`config.mk`:
```
export PLATFORM = sky130hd
export DESIGN_NAME = iorb_bank
export DESIGN_NICKNAME = d
export VERILOG_FILES = /design/src/rtl/iorb_sync.v /design/src/rtl/iorb_bitop.v /design/src/rtl/iorb_bank.v
export VERILOG_INCLUDE_DIRS = /design/src /design/src/shared
export SDC_FILE = /design/constraint.sdc
export NUM_CORES = 1
export LEC_CHECK = 0
export BUFFER_PORTS_ARGS = -buffer_cell sky130_fd_sc_hd__buf_2
export CAP_MARGIN = 5
export CORE_MARGIN = 5
export CORE_UTILIZATION = 53
export DETAILED_ROUTE_END_ITERATION = 6
export HOLD_SLACK_MARGIN = 0.12
export PLACE_DENSITY = 0.79
export SETUP_SLACK_MARGIN = 0.05
export SYNTH_ARGS = -nofsm -noshare
export SYNTH_HDL_FRONTEND = slang
export SYNTH_SLANG_ARGS = --single-unit
```
`constraint.sdc`:
```
create_clock -name mclk -period 3.9 [get_ports mclk]
set_clock_uncertainty 0.05 [all_clocks]
set_input_delay 0.585 -clock mclk [delete_from_list [all_inputs] [get_ports mclk]]
set_output_delay 0.585 -clock mclk [all_outputs]
set_load 0.01 [all_outputs]
```
`src/shared/iorb_defs.vh`:
```
`ifndef IORB_DEFS_VH
`define IORB_DEFS_VH

// Address space of the bank
`define IORB_ADDR_W 6
`define IORB_LAST_ADDR 6'h24
`define IORB_BIT_LAST_ADDR 6'h1f
`define IORB_RESET_VAL 8'h00

// Register offsets
`define IORB_CONV_AUX_CTRL 6'h03
`define IORB_CONV_RES_LOW 6'h04
`define IORB_CONV_RES_HIGH 6'h05
`define IORB_CONV_CTRL_STAT 6'h06
`define IORB_CONV_CHAN_SEL 6'h07
`define IORB_COMP_CTRL_STAT 6'h08
`define IORB_SER_CTRL 6'h0d
`define IORB_SER_STAT 6'h0e
`define IORB_SER_SHIFT 6'h0f
`define IORB_SER_BUFFER 6'h10
`define IORB_SCRATCH0 6'h11
`define IORB_SCRATCH1 6'h12
`define IORB_SCRATCH2 6'h13
`define IORB_DIG_IN_DIS 6'h14
`define IORB_PIN_CHG_MASK 6'h15
`define IORB_PORT_PIN_IN 6'h16
`define IORB_PORT_DIR 6'h17
`define IORB_PORT_OUT 6'h18
`define IORB_NV_CTRL 6'h1c
`define IORB_NV_BYTE 6'h1d
`define IORB_NV_ADDR_LOW 6'h1e
`define IORB_NV_ADDR_HIGH 6'h1f
`define IORB_PWR_RED 6'h20
`define IORB_WDOG_CTRL 6'h21
`define IORB_DBG_DATA 6'h22
`define IORB_DT_PRESCALE 6'h23
`define IORB_DT_CHAN_B 6'h24

// Writable bit masks; reserved bits are left out and read as zero
`define IORB_WM_CONV_AUX 8'he7
`define IORB_WM_CONV_CS 8'hef
`define IORB_WM_COMP_CS 8'hcb
`define IORB_WM_SER_STAT 8'h0f
`define IORB_WM_SIX 8'h3f
`define IORB_WM_NV_AH 8'h01
`define IORB_WM_PWR 8'h0f
`define IORB_WM_WDOG 8'h7f
`define IORB_WM_DT_PS 8'h03
`define IORB_WM_FULL 8'hff

// Write-one-to-clear flag masks
`define IORB_W1C_CONV_CS 8'h10
`define IORB_W1C_COMP_CS 8'h10
`define IORB_W1C_SER_STAT 8'he0
`define IORB_W1C_WDOG 8'h80

// Field positions
`define IORB_BIT_CONV_FLAG 4
`define IORB_BIT_CONV_START 6
`define IORB_BIT_ALIGN_LEFT 5
`define IORB_BIT_COMP_OUT 5
`define IORB_BIT_COMP_FLAG 4
`define IORB_BIT_SER_START 7
`define IORB_BIT_SER_OVF 6
`define IORB_BIT_SER_STOP 5
`define IORB_BIT_SER_COLL 4
`define IORB_BIT_NV_READ 0
`define IORB_BIT_NV_WRITE 1
`define IORB_BIT_WDOG_FLAG 7

`endif

```
`src/rtl/iorb_sync.v`:
```
`timescale 1ns/1ps
`default_nettype none

module iorb_sync #(
  parameter WIDTH = 1
) (
  input wire mclk,
  input wire reset,
  input wire [WIDTH-1:0] asyncIn,
  output wire [WIDTH-1:0] syncOut
);

  reg [WIDTH-1:0] stageOne;
  reg [WIDTH-1:0] stageTwo;

  // First stage feeds only the second, to contain metastability
  always @(posedge mclk) begin
    if (reset) begin
      stageOne <= {WIDTH{1'b0}};
      stageTwo <= {WIDTH{1'b0}};
    end else begin
      stageOne <= asyncIn;
      stageTwo <= stageOne;
    end
  end

  assign syncOut = stageTwo;

endmodule

`default_nettype wire

```
`src/rtl/iorb_bitop.v`:
```
`timescale 1ns/1ps
`default_nettype none

module iorb_bitop (
  input wire [7:0] oldValue,
  input wire [7:0] flagMask,
  input wire [2:0] bitIndex,
  input wire setOp,
  output reg [7:0] mergedData
);

  reg [7:0] target;
  reg [7:0] base;

  // Flags other than the target see zero, so they stay untouched
  always @* begin
    target = 8'h01 << bitIndex;
    base = oldValue & ~flagMask;
    if (setOp) begin
      mergedData = base | target;
    end else begin
      mergedData = base & ~target;
    end
  end

endmodule

`default_nettype wire

```
`src/rtl/iorb_bank.v`:
```
`timescale 1ns/1ps
`default_nettype none
`include "iorb_defs.vh"

////////////////////////////////////////////////////////////////////////////////

// What this block does
// - Registers at 0x00 to 0x1F accept single-bit set and single-bit clear.
// - Bit test on those registers reports whether the core should skip ahead.
// - Bit operations above 0x1F are ignored; those registers take whole bytes only.
// - Some status flags clear on writing one; writing zero leaves them.
// - Single-bit set or clear changes only the addressed bit.
module iorb_bank (
  input wire mclk,
  input wire reset,
  input wire [5:0] ioAddr,
  input wire ioWrite,
  input wire [7:0] ioWdata,
  input wire ioRead,
  input wire setBitOp,
  input wire clearBitOp,
  input wire bitTest,
  input wire skipOnOne,
  input wire [2:0] bitIndex,
  input wire [9:0] convResult,
  input wire convDoneEvt,
  input wire compOutPin,
  input wire compEvt,
  input wire [7:0] serBuffer,
  input wire serCollision,
  input wire serStartEvt,
  input wire serOvfEvt,
  input wire serStopEvt,
  input wire nvDoneEvt,
  input wire wdogEvt,
  input wire [5:0] portPins,
  output reg [7:0] ioRdata,
  output reg readValid,
  output reg skipNext,
  output reg testValid,
  output wire [7:0] convAuxCtrl,
  output wire [7:0] convCtrlStat,
  output wire [7:0] convChanSel,
  output wire [7:0] compCtrlStat,
  output wire [7:0] serCtrl,
  output wire [7:0] serStat,
  output wire [7:0] serShift,
  output wire [7:0] digInDisable,
  output wire [7:0] pinChangeMask,
  output wire [7:0] portDirection,
  output wire [7:0] portOutput,
  output wire [7:0] nvCtrl,
  output wire [7:0] nvByte,
  output wire [15:0] nvAddress,
  output wire [7:0] powerReduction,
  output wire [7:0] wdogCtrl,
  output wire [7:0] debugData,
  output wire [7:0] deadPrescale,
  output wire [7:0] deadChanB
);

  localparam NREG = 37;

  reg [7:0] ioMem [0:NREG-1];
  reg [7:0] next_ioMem [0:NREG-1];
  wire [5:0] pinSync;
  wire compSync;
  reg [7:0] currentValue;
  wire [7:0] bitopData;
  wire inMap;
  wire bitRange;
  wire bitOp;
  wire wrEnable;
  wire [7:0] wrData;
  reg [7:0] convHigh;
  reg [7:0] convLow;
  reg [7:0] evtSet;
  reg [7:0] hwClear;
  reg [7:0] wrBits;
  reg [7:0] newVal;
  integer i;
  integer j;

  ////////////////////////////////////////////////////////////////////////////////

  // Writable bits per address; reserved and read-only addresses give zero
  function [7:0] wrMask;
    input [5:0] addr;
    begin
      case (addr)
        `IORB_CONV_AUX_CTRL: wrMask = `IORB_WM_CONV_AUX;
        `IORB_CONV_CTRL_STAT: wrMask = `IORB_WM_CONV_CS;
        `IORB_CONV_CHAN_SEL: wrMask = `IORB_WM_FULL;
        `IORB_COMP_CTRL_STAT: wrMask = `IORB_WM_COMP_CS;
        `IORB_SER_CTRL: wrMask = `IORB_WM_FULL;
        `IORB_SER_STAT: wrMask = `IORB_WM_SER_STAT;
        `IORB_SER_SHIFT: wrMask = `IORB_WM_FULL;
        `IORB_SCRATCH0: wrMask = `IORB_WM_FULL;
        `IORB_SCRATCH1: wrMask = `IORB_WM_FULL;
        `IORB_SCRATCH2: wrMask = `IORB_WM_FULL;
        `IORB_DIG_IN_DIS: wrMask = `IORB_WM_SIX;
        `IORB_PIN_CHG_MASK: wrMask = `IORB_WM_SIX;
        `IORB_PORT_DIR: wrMask = `IORB_WM_SIX;
        `IORB_PORT_OUT: wrMask = `IORB_WM_SIX;
        `IORB_NV_CTRL: wrMask = `IORB_WM_SIX;
        `IORB_NV_BYTE: wrMask = `IORB_WM_FULL;
        `IORB_NV_ADDR_LOW: wrMask = `IORB_WM_FULL;
        `IORB_NV_ADDR_HIGH: wrMask = `IORB_WM_NV_AH;
        `IORB_PWR_RED: wrMask = `IORB_WM_PWR;
        `IORB_WDOG_CTRL: wrMask = `IORB_WM_WDOG;
        `IORB_DBG_DATA: wrMask = `IORB_WM_FULL;
        `IORB_DT_PRESCALE: wrMask = `IORB_WM_DT_PS;
        `IORB_DT_CHAN_B: wrMask = `IORB_WM_FULL;
        default: wrMask = 8'h00;
      endcase
    end
  endfunction

  // Status flags that clear on writing one
  function [7:0] w1cMask;
    input [5:0] addr;
    begin
      case (addr)
        `IORB_CONV_CTRL_STAT: w1cMask = `IORB_W1C_CONV_CS;
        `IORB_COMP_CTRL_STAT: w1cMask = `IORB_W1C_COMP_CS;
        `IORB_SER_STAT: w1cMask = `IORB_W1C_SER_STAT;
        `IORB_WDOG_CTRL: w1cMask = `IORB_W1C_WDOG;
        default: w1cMask = 8'h00;
      endcase
    end
  endfunction

  ////////////////////////////////////////////////////////////////////////////////

  iorb_sync #(
    .WIDTH(7)
  ) pinSyncer (
    .mclk(mclk),
    .reset(reset),
    .asyncIn({compOutPin, portPins}),
    .syncOut({compSync, pinSync})
  );

  iorb_bitop bitMerger (
    .oldValue(currentValue),
    .flagMask(w1cMask(ioAddr)),
    .bitIndex(bitIndex),
    .setOp(setBitOp),
    .mergedData(bitopData)
  );

  ////////////////////////////////////////////////////////////////////////////////

  // Converter result alignment follows the left-adjust control bit
  always @* begin
    if (ioMem[`IORB_CONV_CHAN_SEL][`IORB_BIT_ALIGN_LEFT]) begin
      convHigh = convResult[9:2];
      convLow = {convResult[1:0], 6'h00};
    end else begin
      convHigh = {6'h00, convResult[9:8]};
      convLow = convResult[7:0];
    end
  end

  // Value seen by reads and bit tests; inline, as a function would hide the register array from the sensitivity
  always @* begin
    case (ioAddr)
      `IORB_CONV_RES_LOW: currentValue = convLow;
      `IORB_CONV_RES_HIGH: currentValue = convHigh;
      `IORB_COMP_CTRL_STAT:
        currentValue = ioMem[`IORB_COMP_CTRL_STAT] | ({7'h00, compSync} << `IORB_BIT_COMP_OUT);
      `IORB_SER_STAT:
        currentValue = ioMem[`IORB_SER_STAT] | ({7'h00, serCollision} << `IORB_BIT_SER_COLL);
      `IORB_SER_BUFFER: currentValue = serBuffer;
      `IORB_PORT_PIN_IN: currentValue = {2'h0, pinSync};
      default: begin
        if (inMap) begin
          currentValue = ioMem[ioAddr] & (wrMask(ioAddr) | w1cMask(ioAddr));
        end else begin
          currentValue = 8'h00;
        end
      end
    endcase
  end

  assign inMap = (ioAddr <= `IORB_LAST_ADDR);
  assign bitRange = (ioAddr <= `IORB_BIT_LAST_ADDR);
  // Bit operations outside the low range are dropped, not turned into byte writes
  assign bitOp = (setBitOp | clearBitOp) & bitRange;
  assign wrEnable = (ioWrite | bitOp) & inMap;
  assign wrData = bitOp ? bitopData : ioWdata;

  ////////////////////////////////////////////////////////////////////////////////

  // Next state of every stored register
  always @* begin
    for (i = 0; i < NREG; i = i + 1) begin
      evtSet = 8'h00;
      hwClear = 8'h00;
      case (i)
        `IORB_CONV_CTRL_STAT: begin
          evtSet[`IORB_BIT_CONV_FLAG] = convDoneEvt;
          hwClear[`IORB_BIT_CONV_START] = convDoneEvt;
        end
        `IORB_COMP_CTRL_STAT: evtSet[`IORB_BIT_COMP_FLAG] = compEvt;
        `IORB_SER_STAT: begin
          evtSet[`IORB_BIT_SER_START] = serStartEvt;
          evtSet[`IORB_BIT_SER_OVF] = serOvfEvt;
          evtSet[`IORB_BIT_SER_STOP] = serStopEvt;
        end
        // Read strobe lasts one cycle; write strobe ends with the memory
        `IORB_NV_CTRL: begin
          hwClear[`IORB_BIT_NV_READ] = 1'b1;
          hwClear[`IORB_BIT_NV_WRITE] = nvDoneEvt;
        end
        `IORB_WDOG_CTRL: evtSet[`IORB_BIT_WDOG_FLAG] = wdogEvt;
        default: begin
          evtSet = 8'h00;
        end
      endcase
      newVal = ioMem[i] & ~hwClear;
      if (wrEnable && (ioAddr == i[5:0])) begin
        wrBits = wrMask(i[5:0]);
        newVal = (newVal & ~wrBits) | (wrData & wrBits);
        newVal = newVal & ~(wrData & w1cMask(i[5:0]));
      end else begin
        wrBits = 8'h00;
      end
      // A flag event in the same cycle as its clear still lands
      next_ioMem[i] = newVal | evtSet;
    end
  end

  always @(posedge mclk) begin
    if (reset) begin
      for (j = 0; j < NREG; j = j + 1) begin
        ioMem[j] <= `IORB_RESET_VAL;
      end
    end else begin
      for (j = 0; j < NREG; j = j + 1) begin
        ioMem[j] <= next_ioMem[j];
      end
    end
  end

  ////////////////////////////////////////////////////////////////////////////////

  // Read data and skip decision are registered, one cycle after the request
  always @(posedge mclk) begin
    if (reset) begin
      ioRdata <= 8'h00;
      readValid <= 1'b0;
      skipNext <= 1'b0;
      testValid <= 1'b0;
    end else begin
      readValid <= ioRead;
      if (ioRead) begin
        ioRdata <= currentValue;
      end
      testValid <= bitTest;
      // Tests above the low range never skip
      skipNext <= bitTest & bitRange & (currentValue[bitIndex] == skipOnOne);
    end
  end

  assign convAuxCtrl = ioMem[`IORB_CONV_AUX_CTRL];
  assign convCtrlStat = ioMem[`IORB_CONV_CTRL_STAT];
  assign convChanSel = ioMem[`IORB_CONV_CHAN_SEL];
  assign compCtrlStat = ioMem[`IORB_COMP_CTRL_STAT];
  assign serCtrl = ioMem[`IORB_SER_CTRL];
  assign serStat = ioMem[`IORB_SER_STAT];
  assign serShift = ioMem[`IORB_SER_SHIFT];
  assign digInDisable = ioMem[`IORB_DIG_IN_DIS];
  assign pinChangeMask = ioMem[`IORB_PIN_CHG_MASK];
  assign portDirection = ioMem[`IORB_PORT_DIR];
  assign portOutput = ioMem[`IORB_PORT_OUT];
  assign nvCtrl = ioMem[`IORB_NV_CTRL];
  assign nvByte = ioMem[`IORB_NV_BYTE];
  assign nvAddress = {ioMem[`IORB_NV_ADDR_HIGH], ioMem[`IORB_NV_ADDR_LOW]};
  assign powerReduction = ioMem[`IORB_PWR_RED];
  assign wdogCtrl = ioMem[`IORB_WDOG_CTRL];
  assign debugData = ioMem[`IORB_DBG_DATA];
  assign deadPrescale = ioMem[`IORB_DT_PRESCALE];
  assign deadChanB = ioMem[`IORB_DT_CHAN_B];

endmodule

`default_nettype wire

```
==> results of run 1 <==
worst max-delay path: stages:
cell,delay [ps]
buf_2,220
buf_4,240
nor2b_1,650
a22oi_1,200
o311ai_0,400
o211ai_1,200
o21a_1,280
a311o_1,320
a31oi_4,180
buf_4,260
nand3_1,110
a21oi_1,150
area by class of cell:
type	count	share of cell area [%]
Timing Repair Buffer	250	12.7
Clock buffer	17	3.80
Sequential cell	177	31.6
Clock inverter	14	2.23
Inverter	15	0.503
Tap cell	225	2.51
Multi-Input combinational cell	780	46.6
metrics by stage:
step	hold slack (ps)	power, mW
after floorplan	364	2.24
after global placement	374	2.40
after detailed placement	384	2.40
after CTS	299	4.37
after global routing	308	4.49
final	302	4.39
cells by family (layout without fill, tap and decap cells):
logic type | after synthesis | count (layout) | share of synthesized area [%]
compound gates | 280 | 280 | 22.7
fa+ha+maj | 9 | 9 | 1.19
buf+inv | 141 | 296 | 8.68
flops | 177 | 177 | 37.5
mux | 99 | 99 | 11.4
other cells | 1 | 32 | 0.0397
simple gates | 360 | 360 | 18.5
how the worst max path moves through the flow:
stage                          from                         to  slack [ps]  cells past startpoint
after floorplan           ioAddr[0]    ioMem[14][6]$_SDFF_PP0_         600                     13
after global placement    ioAddr[1]  ioMem[34][6]$_SDFFE_PP0P_         130                     12
after detailed placement  ioAddr[1]  ioMem[33][6]$_SDFFE_PP0N_         120                     12
after CTS                 ioAddr[1]  ioMem[36][6]$_SDFFE_PP0P_         570                     12
after global routing      ioAddr[1]  ioMem[33][6]$_SDFFE_PP0N_         350                     12
final                     ioAddr[1]  ioMem[36][6]$_SDFFE_PP0P_         400                     12
cells in the final DEF (no fill, tap or decap), drive strengths merged, types with 24 or more instances in the layout:
| master | instances |
|---|---|
| conb | 32 |
| buf | 250 |
| a21oi | 53 |
| nand2 | 51 |
| nor2b | 24 |
| a22oi | 24 |
| dfxtp | 177 |
| a211oi | 75 |
| nor2 | 189 |
| mux2 | 27 |
| mux2i | 68 |
sequential cells by signal, summed over array words and instances (netlist names):
signal and count:
skipNext 1, ioMem 152, pinSyncer.syncOut 7, ioRdata 8
readValid 1, testValid 1, pinSyncer.stageOne 7
report_power, final:
| part | internal, mW | switching [mW] | total [mW] |
|---|---|---|---|
| clock network | 1.21 | 0.786 | 2.00 |
| logic | 0.175 | 0.356 | 0.531 |
| registers | 1.83 | 0.0207 | 1.85 |
per-layer routing:
layer | global-route usage [%] | routed length [um] | vias to the layer above
li1 | - | - | 4166
met1 | 44.9 | 14100 | 4432
met2 | 48.6 | 15300 | 650
met3 | 7.25 | 3730 | 87
met4 | 11.9 | 1090 | 0
met5 | 0 | 0 | -
==> run metrics, run 1 <==
fillers 1466; power per cell area 392 mW/mm^2; Final setup viols 0; RSZ-0062 raised after global routing false; layout cells sized above 1 27.7%; port buffer count 196; total setup buffers inserted after CTS 0; #FFs+latches synth 177; Synth-to-Final Area Change 18.4%; Avg WL per Cell 23.1 um; most instantiated library cell after synthesis nor2_1; CTS root buf clkbuf_16; Initial Util 54.3%; GP Congestion 1.04; worst-margin pin slew 1290 ps; Req. time, crit path between 4000 and 5000 ps; synth top area cells dfxtp_1 (37%), nor2_1 (7.4%), mux2i_1 (7.2%), a211oi_1 (5.8%), buf_4 (3.7%); Post-Synthesis Cells 1067; DP HPWL 24800 um; Total GRT Usage 32.1%; Max VDD drop between 300 and 400 uV; top cell type's share of synthesized area 37.5%; HP Start portPins[4]; cts bufs inserted 17; H-tree depth 4; DRC 0; library cells used by synthesis 95; clock buffer depth 2; Worst Hold Path EP pinSyncer.stageOne[4]$_SDFF_PP0_; core area 0.0174 sq mm; Die Y 144 um; Worst Setup End Kind flop; worst hold stages 2; drt total wl 34200 um; vias in the first global route 8677; final instance count without filler cells approximately 1500; multi-input logic area ~0.0052 sq mm; FF-to-FF setup slack around 1000 ps; Synth area leader dfxtp_1; FF-to-FF End ioMem[23][0]$_SDFFE_PP0P_; clk sinks 177; synth cell count leaders nor2_1 (187), dfxtp_1 (177), a211oi_1 (73); final slew viol count 0; Top FF cell, synth dfxtp_1; max-cap violations 0; run status completed; die footprint 0.0206 sq mm; Final WS setup 399 ps; sequential area share after synthesis 37.5%; post-layout instance area 0.0112 sq mm; r2r startpoint ioMem[30][0]$_SDFFE_PP0P_; CTS tree built; Avg Cell Area, Syn 8.86 sq um; std cell rows between 40 and 50; dpl ws approximately 120 ps; Pre-antenna DRT Iters 5; share of synthesized flip-flops with an asynchronous set or reset 0%; kind of critical path input port to flop; Hold WC Path Type input port to flop; Antenna Nets Post-Route 0; EDFF count, synth 0; Layout Utilization around 64%; register area between 0.003 and 0.004 sq mm; Max Fclk 286 MHz; instance area after placement 0.0105 sq mm; largest net degree at the start of global routing 116; final period demand of the worst path 3500 ps; Leak 4.56 nW; 1st-iter DRT viols 1147; Final period util roughly 90%; placed insts ~1400; DR vias/cell 6.32; CTS resizes 0; Die X 144 um; Via Count ~9300; # IOs 229; initial antenna violation count 0; Final Hold Vio Count 0; worst r2r path cells 9; critical path fanouts, max 14; global route overflow 0; CP Data Arrival Time 3820 ps; nets 1308; ant diodes 0; first-pass GRT wire length 50800 um; Worst slew margin 13.6%; Setup crit start kind input port; Setup TNS 0 ps; Synthesis Warnings 0; Worst-path clk slew 70 ps; Netlist Area Pre-Place 0.00945 sq mm; worst skew pair latency between 400 and 500 ps; CTS Hold Bufs 0
(Power assumes the default switching activity.)
==> run 2: changes to the inputs <==
- CORE_UTILIZATION: 53 -> 50
- PLACE_DENSITY: 0.79 -> 0.76
- SYNTH_HIERARCHICAL: unset -> 1
- TNS_END_PERCENT: unset -> 100
==> run 2 against run 1 <==
  * Synthesized cell count decreased by 0.37%
  * Critical path type unchanged
  * Clock-buffer cell count up 3
  * Largest power group is now registers
  * Global-route usage decreased by 1.2 points
  * Maximum frequency is 2.2% higher
  * Largest cell class unchanged
  * Power shrank 6.4%
  * Wire length is 1.9% lower
  * Sequential share of layout area up 0.053 points
==> run metrics, run 2 <==
Synthesis Warnings 6; Avg Cell Area, Syn 8.55 sq um; placed insts 1479; top cell type's share of synthesized area between 30% and 40%; Antenna Nets Post-Route 0; Post-Synthesis Cells approximately 1100; drt total wl 33500 um; fillers 1586; Setup crit start kind input port; initial antenna violation count 0; most common cell after layout, fill and taps aside nor2_1; share of synthesized flip-flops with an asynchronous set or reset 0%; Die X approximately 140 um; clk sinks between 150 and 200; DRC 0; Final period util 87.9%; r2r startpoint ioMem[29][5]$_SDFFE_PP0P_; clock buffer depth 2; worst skew pair latency about 430 ps; first-pass GRT wire length 49700 um; CP Data Arrival Time 3660 ps; Top FF cell, synth dfxtp_1; flip-flop count of the largest register after layout 152; hold_ws 310 ps; die footprint 0.0210 sq mm; kind of critical path input port to flop; 1st-iter DRT viols 945; CTS Hold Bufs 0; #FFs+latches synth about 180; HP Start portPins[2]; Synth area leader dfxtp_1; Worst slew margin around 40%; register with the most flip-flops ioMem; worst-margin pin slew 876 ps; # IOs 229; Final WS setup 473 ps; Die Y 145 um; dpl ws -80.9 ps; nets 1336; Synth Area in Adders 1.24%; H-tree depth 4; DP HPWL approximately 25000 um; Hold WC Path Type input port to flop; global route overflow 0; Total GRT Usage 30.9%; CTS tree built; largest family of logic cells by synthesized area compound AO/OA/AOI/OAI gates; std cell rows between 40 and 50; Worst Setup End Kind flop; most frequent cells in the layout nor2_1 (212), buf_2 (195), dfxtp_1 (177); most instantiated library cell after synthesis nor2_1; Critical path origin ioAddr[0]; max-cap violations 0; CTS root buf clkbuf_16; RSZ-0062 raised after global routing false; Req. time, crit path between 4000 and 5000 ps; XOR/XNOR share of the synthesized area 0%; critical path fanouts, max 45; Max VDD drop just under 300 uV; Leak 4.68 nW; mux share of post-synthesis cell area 8.41%; Via Count a little over 9000; simple-gate share of the synthesized area 19.9%; GP Congestion 1.06; synth cell count leaders nor2_1 (212), dfxtp_1 (177), a211oi_1 (115); Layout Utilization 62.4%; cts bufs inserted 17; instance area after placement 0.0106 sq mm; largest net degree at the start of global routing 109; vias in the first global route 8346; Avg WL per Cell 22.2 um; synth top area cells dfxtp_1 (39%), a211oi_1 (9.5%), nor2_1 (8.8%), mux2i_1 (4.1%), mux2_2 (3.2%); Initial Util 50.8%; Final Hold Vio Count 0; final period demand of the worst path between 3000 and 4000 ps; library cells used by synthesis 78; layout cells sized above 1 between 20 and 30%; post-layout instance area 0.0112 sq mm; run status completed; Worst-path clk slew 70 ps; power per cell area 367 mW/mm^2; port buffer count 196; Max Fclk 292 MHz; Regs by FF count ioMem x152, ioRdata x8; Synth-to-Final Area Change 23.0%; final instance count without filler cells 1511; Synth Area in Compound Gates 23.4%; Final setup viols 0; core area 0.0179 sq mm; final slew viol count 0; EDFF count, synth 0; sequential area share after synthesis 39.0%; Pre-antenna DRT Iters 7; DR vias/cell 6.05; Netlist Area Pre-Place 0.00909 sq mm; ant diodes 0
## run 2: cell types whose count changed after synthesis, sizes merged, moves of 9 or more
cell	before	now
a222oi	1	10
clkbuf	46	66
a211oi	75	115
mux2i	68	37
nor2	189	212
nor4	2	11
buf	80	62
nand2	51	31
## run 2: layout make-up
cell class | instances | area (sq um) | share of cell area (%)
flip-flops and latches | 177 | 3540 | 31.7
clock buffers | 20 | 457 | 4.09
multi-input cells | 777 | 4990 | 44.7
well taps | 229 | 287 | 2.56
inverters | 16 | 60.1 | 0.537
repair buffers | 280 | 1710 | 15.3
clock inverters | 12 | 124 | 1.11
## run 2: report_power, final
part | switching, mW | internal (mW) | total [mW]
Sequential | 0.0210 | 1.83 | 1.85
Clock | 0.772 | 0.929 | 1.70
Combinational | 0.345 | 0.203 | 0.548
## run 2: cells by family (layout without fill, tap and decap cells)
family | Yosys count | after routing
AO/OA/AOI/OAI | 290 | 290
adder cells (fa/ha/maj) | 9 | 9
buffers and inverters | 144 | 328
flip-flops | 177 | 177
multiplexers | 68 | 68
other | 1 | 36
AND/OR/NAND/NOR | 374 | 374
## run 2: metal layers
metal  vias to the layer above  global-route usage (%)  routed length (um)
li1                       4216                       -                   -
met1                      4324                    42.4               13900
met2                       536                    50.0               15500
met3                        63                    5.62                3320
met4                         0                    8.89                 790
met5                         -                       0                   0
## run 2: metrics by stage
stage	total power, mW	setup TNS [ps]
after floorplan	2.21	0
after global routing	4.22	0
after CTS	4.10	0
final	4.10	0
after detailed placement	2.43	-336
after global placement	2.43	-251
## run 2: timing repair
action                                  4_1_cts  5_1_grt
endpoints found under the setup margin        0        5
hold endpoints to repair                      0        0
resized for setup                             0        1
setup buffers                                 0        0
## run 2: path summary, 6_finish.rpt
path         cells past startpoint  slack, ps                          endpoint
max                             15        470         ioMem[19][3]$_SDFFE_PP0P_
min                              2        310  pinSyncer/stageOne[2]$_SDFF_PP0_
max reg2reg                     14        810         ioMem[33][5]$_SDFFE_PP0N_
min reg2reg                      1        390   pinSyncer/syncOut[6]$_SDFF_PP0_
## run 2: worst max-delay path, cell delays in order
cell,delay (ps)
buf_2,120
buf_12,240
ha_1,210
inv_1,110
mux4_2,510
and2_4,180
or3_4,390
a31oi_4,200
inv_1,50
nor2b_1,120
mux2_2,260
mux2i_2,140
buf_4,210
buf_4,200
a211oi_1,90
==> run 3: changes to the inputs <==
- ABC_AREA: unset -> 1
- PLACE_DENSITY: 0.76 -> 0.75
==> run 3 against run 2 <==
  * Via count rose by 16%
  * Cell count rose by 26%
  * Global-route usage rose by 0.39 points
  * Power fell by 0.10%
==> run metrics, run 3 <==
run status completed; 1st-iter DRT viols 1103; synth top area cells dfxtp_1 (37%), nand2_1 (15%), nand3_1 (9.3%), a21oi_1 (8.6%), o21ai_0 (6.2%); critical path's slowest cell o21ai_0; Synth-to-Final Area Change 19.1%; Final Hold Vio Count 0; final period demand of the worst path 3460 ps; Synth area leader dfxtp_1; CTS Hold Bufs 0; max-cap violations 0; # IOs 229; critical path fanouts, max 17; core area 0.0187 sq mm; Avg Cell Area, Syn approximately 6.5 sq um; CTS root buf clkbuf_16; top cell type's share of synthesized area a little under two fifths; worst skew pair latency 440 ps; Die Y 148 um; DR vias/cell between 5 and 6; worst-margin pin slew approximately 1100 ps; Setup crit start kind input port; Max Fclk 289 MHz; Total GRT Usage 31.3%; #FFs+latches synth between 150 and 200; clk sinks 177; RSZ-0062 raised after global routing false; Worst slew margin 29.5%; Antenna Nets Post-Route 0; GP Congestion 1.01; DP HPWL approximately 26000 um; worst r2r path cells 19; CP max stage delay 500 ps; Netlist Area Pre-Place 0.00947 sq mm; Setup crit end ioMem[36][5]$_SDFFE_PP0P_; Leak roughly 5.3 nW; total setup buffers inserted after CTS 0; Req. time, crit path 4160 ps; Hold WC Path Type input port to flop; library cells used by synthesis 34; Final period util approximately nine tenths; FF-to-FF setup slack between 900 and 1000 ps; Max VDD drop ~290 uV; global route overflow 0; register with the most flip-flops ioMem; H-tree depth 4; cts bufs inserted 17; r2r startpoint ioMem[7][5]$_SDFFE_PP0P_; Worst Setup End Kind flop; cell-by-cell trace of the critical path buf_2 > inv_1 > ha_1 > inv_1 > nor2_2 > nand2_1 > inv_1 > nand2_1 > nand4_1 > nor2_1 > nand2_1 > inv_1 > nor2_1 > nand2_1 > nand2_1 > o21ai_0 > inv_1 > buf_12 > o21ai_0 > a21oi_1; std cell rows 50; Via Count 10645; power per cell area approximately 360 mW/mm^2; most instantiated library cell after synthesis nand2_1; port buffer count 196; Pre-antenna DRT Iters 6; initial antenna violation count 0; nets 1724; synth cell count leaders nand2_1 (388), dfxtp_1 (177), nand3_1 (176); Die X 148 um; drt total wl between 30000 and 40000 um; clock buffer depth 2; FF-to-FF End ioMem[36][5]$_SDFFE_PP0P_; ant diodes 0; DRC 0; instance area after placement approximately 0.011 sq mm; Setup TNS 0 ps; layout cells sized above 1 18.3%; CTS resizes 0; post-layout instance area 0.0113 sq mm; Synthesis Warnings 6; largest net degree at the start of global routing 76; most common cell after layout, fill and taps aside nand2_1; CTS tree built; Final setup viols 0; EDFF count, synth 0; vias in the first global route 9523; Critical path origin ioAddr[0]; die footprint approximately 0.022 sq mm; Top FF cell, synth dfxtp_1; Worst-path clk slew around 70 ps; Post-Synthesis Cells 1466; Initial Util roughly half; most frequent cells in the layout nand2_1 (388), buf_2 (195), dfxtp_1 (177); Avg WL per Cell ~19 um; kind of critical path input port to flop; CP Data Arrival Time 3720 ps; Layout Utilization 60.3%; flip-flop count of the largest register after layout 152; Regs by FF count ioMem x152, ioRdata x8; first-pass GRT wire length roughly 54000 um; final slew viol count 0; share of synthesized flip-flops with an asynchronous set or reset 0%; sequential area share after synthesis between 30% and 40%
==> run 3: critical path, delay by kind of cell <==
| family | cells | cell delay [ps] |
|---|---|---|
| compound gates | 3 | 750 |
| simple gates | 9 | 990 |
| buf+inv | 7 | 1080 |
| fa+ha+maj | 1 | 290 |
==> run 3: how the worst min path moves through the flow <==
| stage | startpoint | to | slack, ps | depth (start not counted) |
|---|---|---|---|---|
| floorplan | pinSyncer/stageOne[0]$_SDFF_PP0_ | pinSyncer/syncOut[0]$_SDFF_PP0_ | 340 | 2 |
| global placement | pinSyncer/stageOne[6]$_SDFF_PP0_ | pinSyncer/syncOut[6]$_SDFF_PP0_ | 340 | 2 |
| detailed placement | pinSyncer/stageOne[6]$_SDFF_PP0_ | pinSyncer/syncOut[6]$_SDFF_PP0_ | 340 | 2 |
| CTS | portPins[1] | pinSyncer/stageOne[1]$_SDFF_PP0_ | 290 | 3 |
| global route | portPins[5] | pinSyncer/stageOne[5]$_SDFF_PP0_ | 300 | 3 |
| finish | portPins[1] | pinSyncer/stageOne[1]$_SDFF_PP0_ | 300 | 3 |
==> run 3: final cells by class <==
cell class | instances | area [sq um]
clock buffers | 19 | 433
clock inverters | 11 | 134
fillers | 1837 | 7430
inverters | 164 | 616
multi-input cells | 1049 | 4800
flip-flops and latches | 177 | 3540
well taps | 234 | 293
repair buffers | 248 | 1460
==> run 3: metrics by stage <==
step           hold WS, ps  setup WS (ps)  power [mW]  std cells
6_report               301            438        4.10       1902
5_1_grt                299            256        4.21       1902
4_1_cts                294            551        4.08       1902
3_5_place_dp           342           98.8        2.41       1872
3_3_place_gp           341            152        2.41       1872
2_1_floorplan          338           95.7        2.21       1501
==> run 3: per-layer routing <==
layer / global-route usage (%) / routed length, um / share of wire, %
met1: 45.1 / 14900 / 42
met2: 47.7 / 15600 / 44
met3: 5.82 / 4120 / 12
met4: 9.46 / 954 / 2.7
met5: 0 / 0 / 0
==> run 3: power breakdown <==
group | internal [mW] | leakage, nW | switching, mW
Clock | 0.945 | 0.263 | 0.768
Combinational | 0.157 | 3.64 | 0.376
Sequential | 1.83 | 1.43 | 0.0192
==> run 3: kinds of logic after synthesis <==
| group | after synthesis | share of synthesized area [%] |
|---|---|---|
| fa+ha+maj | 9 | 1.19 |
| mux | 2 | 0.238 |
| compound gates | 302 | 16.5 |
| simple gates | 700 | 31.4 |
| buf+inv | 275 | 13.3 |
| other cells | 1 | 0.0396 |
| flops | 177 | 37.4 |
